### config.mk
export PLATFORM = sky130hd
export DESIGN_NAME = dlpl_top
export DESIGN_NICKNAME = d
export VERILOG_FILES = /design/src/rtl/dlpl_pkg.sv /design/src/rtl/dlpl_top.sv /design/src/rtl/dlpl_field.sv
export VERILOG_INCLUDE_DIRS = /design/src /design/src/rtl
export SDC_FILE = /design/constraint.sdc
export NUM_CORES = 1
export LEC_CHECK = 0
export BUFFER_PORTS_ARGS = -buffer_cell sky130_fd_sc_hd__buf_2
export CAP_MARGIN = 0
export CORE_MARGIN = 10
export CORE_UTILIZATION = 40
export CTS_BUF_LIST = sky130_fd_sc_hd__clkbuf_4 sky130_fd_sc_hd__clkbuf_8 sky130_fd_sc_hd__clkbuf_16
export DETAILED_ROUTE_END_ITERATION = 10
export PLACE_DENSITY = 0.75
export SYNTH_ARGS = -nofsm -noshare
export SYNTH_HDL_FRONTEND = slang
export SYNTH_SLANG_ARGS = --single-unit
### constraint.sdc
create_clock -name ref_clk_i -period 2.25 [get_ports ref_clk_i]
set_input_delay 0.675 -clock ref_clk_i [delete_from_list [all_inputs] [get_ports ref_clk_i]]
set_output_delay 0.675 -clock ref_clk_i [all_outputs]
set_load 0.02 [all_outputs]
### src/rtl/dlpl_regs.svh
`ifndef DLPL_REGS_SVH
`define DLPL_REGS_SVH
`define DLPL_OFFSET 8'he8
`define DLPL_RESET 16'h3f24
`define DLPL_WMASK 16'h3f3f
`define DLPL_EP_L0S_HI 13
`define DLPL_EP_L0S_LO 11
`define DLPL_EP_L1_HI 10
`define DLPL_EP_L1_LO 8
`define DLPL_L0S_EXIT_HI 5
`define DLPL_L0S_EXIT_LO 3
`define DLPL_L1_EXIT_HI 2
`define DLPL_L1_EXIT_LO 0
`define DLPL_ACC_DEFAULT 3'h7
`define DLPL_EXIT_DEFAULT 3'h4
`define DLPL_LAT_RESET 12'hfe4
`endif

### src/rtl/dlpl_pkg.sv
package dlpl_pkg;
  typedef logic [2:0] dlpl_code_t;
  typedef struct packed {
    logic [7:0] addr;
    logic [15:0] wdata;
    logic [1:0] be;
    logic wr;
    logic rd;
  } dlpl_cfg_req_t;
  typedef struct packed {
    dlpl_code_t ep_l0s_accept;
    dlpl_code_t ep_l1_accept;
    dlpl_code_t l0s_wakeup;
    dlpl_code_t l1_wakeup;
  } dlpl_lat_t;
  typedef struct packed {
    logic valid;
    logic [15:0] data;
  } dlpl_eeprom_t;
  typedef enum logic [0:0] {
    DLPL_IDLE = 1'b0,
    DLPL_RESP = 1'b1
  } dlpl_state_t;
endpackage

### src/rtl/dlpl_top.sv
// What this block does
// - sixteen-bit register at offset e8, reads 3f24 after reset.
// - bits 15:14 and 7:6 read zero, writes to them ignored.
// - writable endpoint fast-idle accept latency in 13:11, mirrored to device caps.
// - fast-idle accept code: 000 under 64 ns, doubling ranges, 111 default.
// - writable endpoint deep-idle accept latency in 10:8, mirrored to device caps.
// - deep-idle accept code: 000 under 1 us, doubling, 111 default.
// - writable fast-idle wakeup latency in 5:3, mirrored to link caps.
// - fast-idle wakeup code uses fast-idle ranges, default 100.
// - both accept fields load from eeprom, return to defaults on reset.
// - settings apply to all downstream ports, upstream port untouched.
// - writable deep-idle wakeup latency in 2:0, default 100, feeds link caps.
`timescale 1ns/10ps
`default_nettype none
`include "dlpl_regs.svh"
module dlpl_top (
  input wire logic ref_clk_i,
  input wire logic resetn_i,
  input wire dlpl_pkg::dlpl_cfg_req_t cfg_req_i,
  input wire dlpl_pkg::dlpl_eeprom_t eeprom_i,
  output logic [15:0] cfg_rdata_o,
  output logic cfg_ack_o,
  output logic cfg_hit_o,
  output dlpl_pkg::dlpl_lat_t ds_lat_o
);
  import dlpl_pkg::*;

  // ----------------------------------------
  // decode
  // ----------------------------------------
  function automatic logic [15:0] merge_be(input logic [15:0] old_v, input logic [15:0] new_v,
                                           input logic [1:0] be);
    logic [15:0] m;
    m = {{8{be[1]}}, {8{be[0]}}} & `DLPL_WMASK;
    merge_be = (old_v & ~m) | (new_v & m);
  endfunction

  logic hit;
  logic wr_hit;
  logic [15:0] cur;
  logic [15:0] wv;
  logic [15:0] lv;
  dlpl_code_t ep_l0s;
  dlpl_code_t ep_l1;
  dlpl_code_t l0s_wk;
  dlpl_code_t l1_wk;

  assign hit = (cfg_req_i.addr == `DLPL_OFFSET);
  assign wr_hit = hit && cfg_req_i.wr;
  // reserved bits held at zero in the image
  assign cur = {2'h0, ep_l0s, ep_l1, 2'h0, l0s_wk, l1_wk};
  assign wv = merge_be(cur, cfg_req_i.wdata, cfg_req_i.be);
  assign lv = eeprom_i.data & `DLPL_WMASK;

  // ----------------------------------------
  // fields
  // ----------------------------------------
  // accept fields take the eeprom image; wakeup fields are software only
  dlpl_field u_ep_l0s (
    .ref_clk_i(ref_clk_i),
    .resetn_i(resetn_i),
    .default_i(`DLPL_ACC_DEFAULT),
    .wr_i(wr_hit),
    .wdata_i(wv[`DLPL_EP_L0S_HI:`DLPL_EP_L0S_LO]),
    .load_i(eeprom_i.valid),
    .ldata_i(lv[`DLPL_EP_L0S_HI:`DLPL_EP_L0S_LO]),
    .code_o(ep_l0s)
  );
  dlpl_field u_ep_l1 (
    .ref_clk_i(ref_clk_i),
    .resetn_i(resetn_i),
    .default_i(`DLPL_ACC_DEFAULT),
    .wr_i(wr_hit),
    .wdata_i(wv[`DLPL_EP_L1_HI:`DLPL_EP_L1_LO]),
    .load_i(eeprom_i.valid),
    .ldata_i(lv[`DLPL_EP_L1_HI:`DLPL_EP_L1_LO]),
    .code_o(ep_l1)
  );
  dlpl_field u_l0s_wk (
    .ref_clk_i(ref_clk_i),
    .resetn_i(resetn_i),
    .default_i(`DLPL_EXIT_DEFAULT),
    .wr_i(wr_hit),
    .wdata_i(wv[`DLPL_L0S_EXIT_HI:`DLPL_L0S_EXIT_LO]),
    .load_i(1'b0),
    .ldata_i(3'h0),
    .code_o(l0s_wk)
  );
  dlpl_field u_l1_wk (
    .ref_clk_i(ref_clk_i),
    .resetn_i(resetn_i),
    .default_i(`DLPL_EXIT_DEFAULT),
    .wr_i(wr_hit),
    .wdata_i(wv[`DLPL_L1_EXIT_HI:`DLPL_L1_EXIT_LO]),
    .load_i(1'b0),
    .ldata_i(3'h0),
    .code_o(l1_wk)
  );

  // ----------------------------------------
  // read response and mirror outputs
  // ----------------------------------------
  dlpl_state_t state;
  dlpl_state_t next_state;
  logic [15:0] next_rdata;
  logic next_hit;
  dlpl_lat_t next_lat;

  always_comb begin
    next_state = state;
    next_rdata = cfg_rdata_o;
    next_hit = cfg_hit_o;
    // one shared copy feeds every downstream port; upstream not wired here
    next_lat = '{ep_l0s_accept: ep_l0s, ep_l1_accept: ep_l1,
                 l0s_wakeup: l0s_wk, l1_wakeup: l1_wk};
    case (state)
      DLPL_IDLE: begin
        if (cfg_req_i.rd || cfg_req_i.wr) begin
          next_state = DLPL_RESP;
          next_hit = hit;
          // unmapped reads answer zero
          next_rdata = (hit && cfg_req_i.rd) ? cur : 16'h0000;
        end
      end
      DLPL_RESP: begin
        next_state = DLPL_IDLE;
        next_rdata = 16'h0000;
        next_hit = 1'b0;
      end
      default: begin
        next_state = DLPL_IDLE;
      end
    endcase
  end

  always_ff @(posedge ref_clk_i) begin
    if (!resetn_i) begin
      state <= DLPL_IDLE;
      cfg_rdata_o <= 16'h0000;
      cfg_hit_o <= 1'b0;
      ds_lat_o <= `DLPL_LAT_RESET;
    end else begin
      state <= next_state;
      cfg_rdata_o <= next_rdata;
      cfg_hit_o <= next_hit;
      ds_lat_o <= next_lat;
    end
  end

  always_ff @(posedge ref_clk_i) begin
    if (!resetn_i) begin
      cfg_ack_o <= 1'b0;
    end else begin
      cfg_ack_o <= (state == DLPL_IDLE) && (cfg_req_i.rd || cfg_req_i.wr);
    end
  end

  // ----------------------------------------
  // checks
  // ----------------------------------------
  property p_reset_value;
    @(posedge ref_clk_i) disable iff (!resetn_i)
    $rose(resetn_i) |-> cur == `DLPL_RESET;
  endproperty
  a_reset_value: assert property (p_reset_value) else $error("bad reset value");

  property p_rsvd_zero;
    @(posedge ref_clk_i) disable iff (!resetn_i)
    cfg_ack_o |-> cfg_rdata_o[15:14] == 2'h0 && cfg_rdata_o[7:6] == 2'h0;
  endproperty
  a_rsvd_zero: assert property (p_rsvd_zero) else $error("reserved bits nonzero");

  property p_wr_l0s;
    @(posedge ref_clk_i) disable iff (!resetn_i)
    (wr_hit && cfg_req_i.be[1] && !eeprom_i.valid) |=> ep_l0s == $past(cfg_req_i.wdata[13:11]);
  endproperty
  a_wr_l0s: assert property (p_wr_l0s) else $error("accept fast write lost");

  property p_wr_l1;
    @(posedge ref_clk_i) disable iff (!resetn_i)
    (wr_hit && cfg_req_i.be[1] && !eeprom_i.valid) |=> ep_l1 == $past(cfg_req_i.wdata[10:8]);
  endproperty
  a_wr_l1: assert property (p_wr_l1) else $error("accept deep write lost");

  property p_wr_l0s_wk;
    @(posedge ref_clk_i) disable iff (!resetn_i)
    (wr_hit && cfg_req_i.be[0]) |=> l0s_wk == $past(cfg_req_i.wdata[5:3]);
  endproperty
  a_wr_l0s_wk: assert property (p_wr_l0s_wk) else $error("fast wakeup write lost");

  property p_wr_l1_wk;
    @(posedge ref_clk_i) disable iff (!resetn_i)
    (wr_hit && cfg_req_i.be[0]) |=> l1_wk == $past(cfg_req_i.wdata[2:0]);
  endproperty
  a_wr_l1_wk: assert property (p_wr_l1_wk) else $error("deep wakeup write lost");

  property p_eeprom;
    @(posedge ref_clk_i) disable iff (!resetn_i)
    eeprom_i.valid |=> ep_l0s == $past(eeprom_i.data[13:11]) && ep_l1 == $past(eeprom_i.data[10:8]);
  endproperty
  a_eeprom: assert property (p_eeprom) else $error("eeprom load lost");

  property p_mirror;
    @(posedge ref_clk_i) disable iff (!resetn_i)
    ##1 ds_lat_o == {$past(ep_l0s), $past(ep_l1), $past(l0s_wk), $past(l1_wk)};
  endproperty
  a_mirror: assert property (p_mirror) else $error("mirror mismatch");

  property p_readback;
    @(posedge ref_clk_i) disable iff (!resetn_i)
    (state == DLPL_IDLE && hit && cfg_req_i.rd && !cfg_req_i.wr) |=> cfg_ack_o && cfg_rdata_o == $past(cur);
  endproperty
  a_readback: assert property (p_readback) else $error("read data wrong");

  // ----------------------------------------
  // handshake, hold and reset default checks
  // ----------------------------------------
  property p_take;
    @(posedge ref_clk_i) disable iff (!resetn_i)
    (state == DLPL_IDLE && (cfg_req_i.rd || cfg_req_i.wr)) |=> cfg_ack_o;
  endproperty
  a_take: assert property (p_take) else $error("request not answered");

  property p_refuse;
    @(posedge ref_clk_i) disable iff (!resetn_i)
    (state == DLPL_RESP) |=> !cfg_ack_o;
  endproperty
  a_refuse: assert property (p_refuse) else $error("back to back request answered");

  property p_ack_pulse;
    @(posedge ref_clk_i) disable iff (!resetn_i)
    cfg_ack_o |=> !cfg_ack_o;
  endproperty
  a_ack_pulse: assert property (p_ack_pulse) else $error("ack longer than one cycle");

  property p_hit_ack;
    @(posedge ref_clk_i) disable iff (!resetn_i)
    cfg_hit_o |-> cfg_ack_o;
  endproperty
  a_hit_ack: assert property (p_hit_ack) else $error("hit without ack");

  // idle data bus stays quiet so a stray sample reads zero
  property p_rdata_idle;
    @(posedge ref_clk_i) disable iff (!resetn_i)
    !cfg_ack_o |-> cfg_rdata_o == 16'h0000;
  endproperty
  a_rdata_idle: assert property (p_rdata_idle) else $error("read data outside ack");

  property p_unmapped;
    @(posedge ref_clk_i) disable iff (!resetn_i)
    (state == DLPL_IDLE && cfg_req_i.rd && !hit) |=> !cfg_hit_o && cfg_rdata_o == 16'h0000;
  endproperty
  a_unmapped: assert property (p_unmapped) else $error("unmapped read answered");

  property p_lane_hi_hold;
    @(posedge ref_clk_i) disable iff (!resetn_i)
    (wr_hit && !cfg_req_i.be[1] && !eeprom_i.valid) |=> ep_l0s == $past(ep_l0s) && ep_l1 == $past(ep_l1);
  endproperty
  a_lane_hi_hold: assert property (p_lane_hi_hold) else $error("upper lane changed");

  property p_lane_lo_hold;
    @(posedge ref_clk_i) disable iff (!resetn_i)
    (wr_hit && !cfg_req_i.be[0]) |=> l0s_wk == $past(l0s_wk) && l1_wk == $past(l1_wk);
  endproperty
  a_lane_lo_hold: assert property (p_lane_lo_hold) else $error("lower lane changed");

  // wakeup codes are software only, the loader must not touch them
  property p_wake_no_load;
    @(posedge ref_clk_i) disable iff (!resetn_i)
    (eeprom_i.valid && !wr_hit) |=> l0s_wk == $past(l0s_wk) && l1_wk == $past(l1_wk);
  endproperty
  a_wake_no_load: assert property (p_wake_no_load) else $error("wakeup loaded");

  property p_lat_reset;
    @(posedge ref_clk_i) disable iff (!resetn_i)
    $rose(resetn_i) |-> ds_lat_o == `DLPL_LAT_RESET;
  endproperty
  a_lat_reset: assert property (p_lat_reset) else $error("mirror reset wrong");

  property p_fields_hold;
    @(posedge ref_clk_i) disable iff (!resetn_i)
    (!wr_hit && !eeprom_i.valid) |=> cur == $past(cur);
  endproperty
  a_fields_hold: assert property (p_fields_hold) else $error("field changed unasked");

  property p_acc_default;
    @(posedge ref_clk_i) disable iff (!resetn_i)
    $rose(resetn_i) |-> ep_l0s == `DLPL_ACC_DEFAULT && ep_l1 == `DLPL_ACC_DEFAULT;
  endproperty
  a_acc_default: assert property (p_acc_default) else $error("accept default wrong");

  property p_exit_default;
    @(posedge ref_clk_i) disable iff (!resetn_i)
    $rose(resetn_i) |-> l0s_wk == `DLPL_EXIT_DEFAULT && l1_wk == `DLPL_EXIT_DEFAULT;
  endproperty
  a_exit_default: assert property (p_exit_default) else $error("wakeup default wrong");

  property p_deep_default;
    @(posedge ref_clk_i) disable iff (!resetn_i)
    $rose(resetn_i) |-> ep_l1 == `DLPL_ACC_DEFAULT;
  endproperty
  a_deep_default: assert property (p_deep_default) else $error("deep accept default wrong");

  c_write: cover property (@(posedge ref_clk_i) disable iff (!resetn_i) wr_hit);
  c_read: cover property (@(posedge ref_clk_i) disable iff (!resetn_i) hit && cfg_req_i.rd);
  c_load: cover property (@(posedge ref_clk_i) disable iff (!resetn_i) eeprom_i.valid);
  c_collide: cover property (@(posedge ref_clk_i) disable iff (!resetn_i) eeprom_i.valid && wr_hit);
  c_unmapped: cover property (@(posedge ref_clk_i) disable iff (!resetn_i) cfg_req_i.rd && !hit);
endmodule
`default_nettype wire

### src/rtl/dlpl_field.sv
`timescale 1ns/10ps
`default_nettype none
// one three-bit latency code with default, cfg write and eeprom load
module dlpl_field (
  input wire logic ref_clk_i,
  input wire logic resetn_i,
  input wire logic [2:0] default_i,
  input wire logic wr_i,
  input wire logic [2:0] wdata_i,
  input wire logic load_i,
  input wire logic [2:0] ldata_i,
  output logic [2:0] code_o
);
  logic [2:0] next_code;
  always_comb begin
    next_code = code_o;
    // eeprom load wins: it runs before software owns the space
    if (load_i) begin
      next_code = ldata_i;
    end else if (wr_i) begin
      next_code = wdata_i;
    end
  end
  always_ff @(posedge ref_clk_i) begin
    if (!resetn_i) begin
      code_o <= default_i;
    end else begin
      code_o <= next_code;
    end
  end
endmodule
`default_nettype wire

==> run summary <==
The final max-slew violation count is 0. The number of endpoints with negative hold slack in the final report is 0. Averaged over all synthesized cells, the footprint is 10.3 um^2.

The width of the die is 81.1 um. The count of placed standard cells including taps came out at 248. The clock skew after layout came out at 0.00376 ns.

The number of filler cells placed in the layout came out at 350. The number of DRC violations after detailed routing is 0. Counting flops with an async set or reset pin after synthesis yields a share of 0%.

The required time reported for the critical path endpoint is 2.43 ns. Setup repair after global routing left no endpoint under its margin. The number of clock buffers added by TritonCTS is 5. The sequential standard cell area is 781 um^2.

The post-synthesis cell area came out at 1490 um^2. The non-filler instance count after layout came out at 256. The all-layer global routing usage came out at 11.5%. The worst hold path terminates at cfg_hit_o. Post-CTS repair changed the size of 0 cells. The final worst-path setup slack is 0.270 ns. The height of the chip came out at 81.1 um. The launching point of the worst reg2reg path is state. The effective utilization at floorplan came out at 41.1%.

The flop-to-flop setup slack is 1.06 ns. The launch instance of the worst min-delay path is cfg_hit_o. The clock sink count is 39. Power spread over the standard cell area amounts to 685 nW/um^2. For the final routed database, the setup TNS stands at 0 ns. The wire length per cell after detailed routing came out at 14.9 um. Setup violations remaining at the end of the flow were counted as 0. The length of the first detailed-routing pass in iterations is 4. The initial antenna violation count is 0. The fraction of the cycle the final worst path needs came out at 88.0%.

In this run the post-CTS setup repair buffer count came out at 0. The endpoint identified for the worst register-to-register timing path is cfg_rdata_o[8]. The number of buffers between clock root and the deepest sink is 2. The Yosys step of the flow raised 0 warnings.

The half-perimeter wire length after detailed placement came out at 2.98 mm. The count of vias placed by the detailed router is 1,307. The post-layout minimum cycle time came out at 1.98 ns. The met3 usage is 4.08%.

The run finished with clean final reports. The core area is 3630 um^2. The number of global-route vias before repair came out at 1,287.

The number of antenna repair diodes is 0. Ranked by instance count, the synthesized netlist is headed by dfxtp_1, a22o_1, nand2b_1, nor2_1, nor4_1. Counting cells, the worst reg-to-reg path comes to 4. Input and output buffers added on the ports amount to 58.

The number of distinct library cell variants in the gate-level netlist after synthesis came out at 32. The total grt overflow came out at 0. The critical path in this run is classified as in -> reg. The top cell type's share of synthesized area is 52.3%.

In the final layout, the multi-input gates occupy 637 um^2. The residual antenna-violating net count after detailed routing came out at 0. In this run the worst path has a maximum fanout of 6. The mean number of vias per cell came out at 5.11. IR analysis of the VDD net gives a maximum drop of 0.272 mV. The first-pass GRT wire length came out at 5.87 mm.

The fraction of met1 tracks used by global routing came out at 12.0%. For this run, the leading register cell type out of synthesis is dfxtp_1. The number of hold buffers added after CTS was 0. Clock tree synthesis selected as its root buffer the cell clkbuf_8. The tightest min-delay check is of the reg -> reg type.

STA classifies the critical path endpoint as a register. The clock insertion delay at the later pin of the skew report is 0.29 ns. The initial DRC count came out at 63.

The H-tree generated during clock tree synthesis spans 2 levels. TritonCTS built the clock tree. The arrival time at the worst endpoint came out at 2.16 ns. The max-cap violation count is 0. The layout net count is 254.

The maximum operating frequency is 505 MHz. The number of synthesized register bits came out at 39. The worst setup timing slack at the placement stage is 0.00980 ns. The pin count of the biggest net entering global routing is 23. Cells with a size suffix above 1 make up 39.9% of the layout. Yosys instantiated no cell more often than dfxtp_1. After clock tree synthesis, the clock-pin slew on the worst setup and hold paths is 0.07 ns.

The die covers 6580 um^2. At the end of routability-driven placement, the weighted congestion stood at 0.768. The number of cells traversed by the worst hold path is 1. The finished cells cover 1950 um^2.

The growth of design area from synthesis to finish is 30.3%. For this design the top-level I/O count stands at 77. The wire length reported by the detailed router came out at 3.82 mm. The total power came out at 1.33 mW. met2 is the most crowded layer.

Summing the sequential cell areas from Yosys gives 52.3% of the chip area. The met2 demand-to-capacity share in global routing came out at 19.4%. The count of flip-flops with a built-in enable after synthesis came out at 0.

The static leakage power is 0.825 nW. After synthesis, the cell types taking the most area are dfxtp_1, a22o_1, nand2b_1, nor4_1, a311oi_1. The synthesized instance count came out at 145. The post-place instance area is 1840 um^2. The row count came out at 22. The cell accounting for the most synthesized area is dfxtp_1. The kind of launch point of the worst setup path is an input port.
## final cells by class
cell class	count	share of cell area [%]
inverters	2	0.386
multi-input cells	92	32.7
clock inverters	1	0.386
clock buffers	7	4.95
well taps	48	3.08
flip-flops and latches	39	40.1
repair buffers	67	18.4
## kinds of logic (layout without fill, tap and decap cells)
kind of cell | Yosys count | count (layout) | synth area share (%)
AND/OR/NAND/NOR | 57 | 57 | 25.5
other | 1 | 4 | 0.251
buffers and inverters | 17 | 77 | 5.86
flip-flops | 39 | 39 | 52.3
AO/OA/AOI/OAI | 31 | 31 | 16.1
## worst max-delay path, cell delays in order
cell and delay, ns:
buf_2 0.11, or4b_4 0.53, or3_1 0.49, a311oi_1 0.36
## through the flow
stage          hold slack (ns)  util, %
3_3_place_gp             0.443     50.7
2_1_floorplan            0.435        -
6_report                 0.469     53.6
4_1_cts                  0.471     53.6
3_5_place_dp             0.454     50.7
5_1_grt                  0.486     53.6
## metal layers
| metal | vias up | wire length (um) | share of wire (%) |
|---|---|---|---|
| li1 | 659 | - | - |
| met1 | 589 | 1520 | 40 |
| met2 | 51 | 1820 | 48 |
| met3 | 8 | 391 | 10 |
| met4 | 0 | 88 | 2.3 |
| met5 | - | 0 | 0 |
## how the worst max path moves through the flow
| stage | from | to | cells after the start |
|---|---|---|---|
| after floorplan | cfg_req_i[21] | register | 5 |
| after CTS | cfg_req_i[21] | register | 4 |
| after global routing | cfg_req_i[21] | register | 4 |
| after global placement | cfg_req_i[21] | register | 4 |
| after detailed placement | cfg_req_i[21] | register | 4 |
| final | cfg_req_i[21] | register | 4 |
## power breakdown
part / total (mW) / switching, mW / leakage, nW / internal, mW
clock: 0.512 / 0.234 / 0.0505 / 0.279
combinational: 0.112 / 0.0654 / 0.458 / 0.0464
sequential: 0.709 / 0.00560 / 0.317 / 0.703
total: 1.33 / 0.305 / 0.825 / 1.03
## cell usage in the layout (no fill, tap or decap)
cell type	netlist	final
a21oi_1	4	4
a22o_1	12	12
a311oi_1	6	6
a31oi_1	2	2
a32o_1	1	1
and2_0	1	1
and2_1	4	4
and4b_1	1	1
buf_2	1	58
buf_4	4	9
clkbuf_8	0	7
clkinv_1	1	1
clkinvlp_4	0	1
conb_1	1	4
dfxtp_1	39	39
inv_1	1	1
nand2_1	2	2
nand2b_1	9	9
nand4_1	4	4
nand4b_1	1	1
nor2_1	9	9
nor3_1	1	1
nor3b_1	6	6
nor4_1	9	9
nor4_4	1	1
nor4b_1	1	1
o21ai_0	2	2
o31ai_1	4	4
or3_1	1	1
or3b_2	6	6
or4b_4	1	1
No activity file was read; power rests on OpenSTA's default activity.
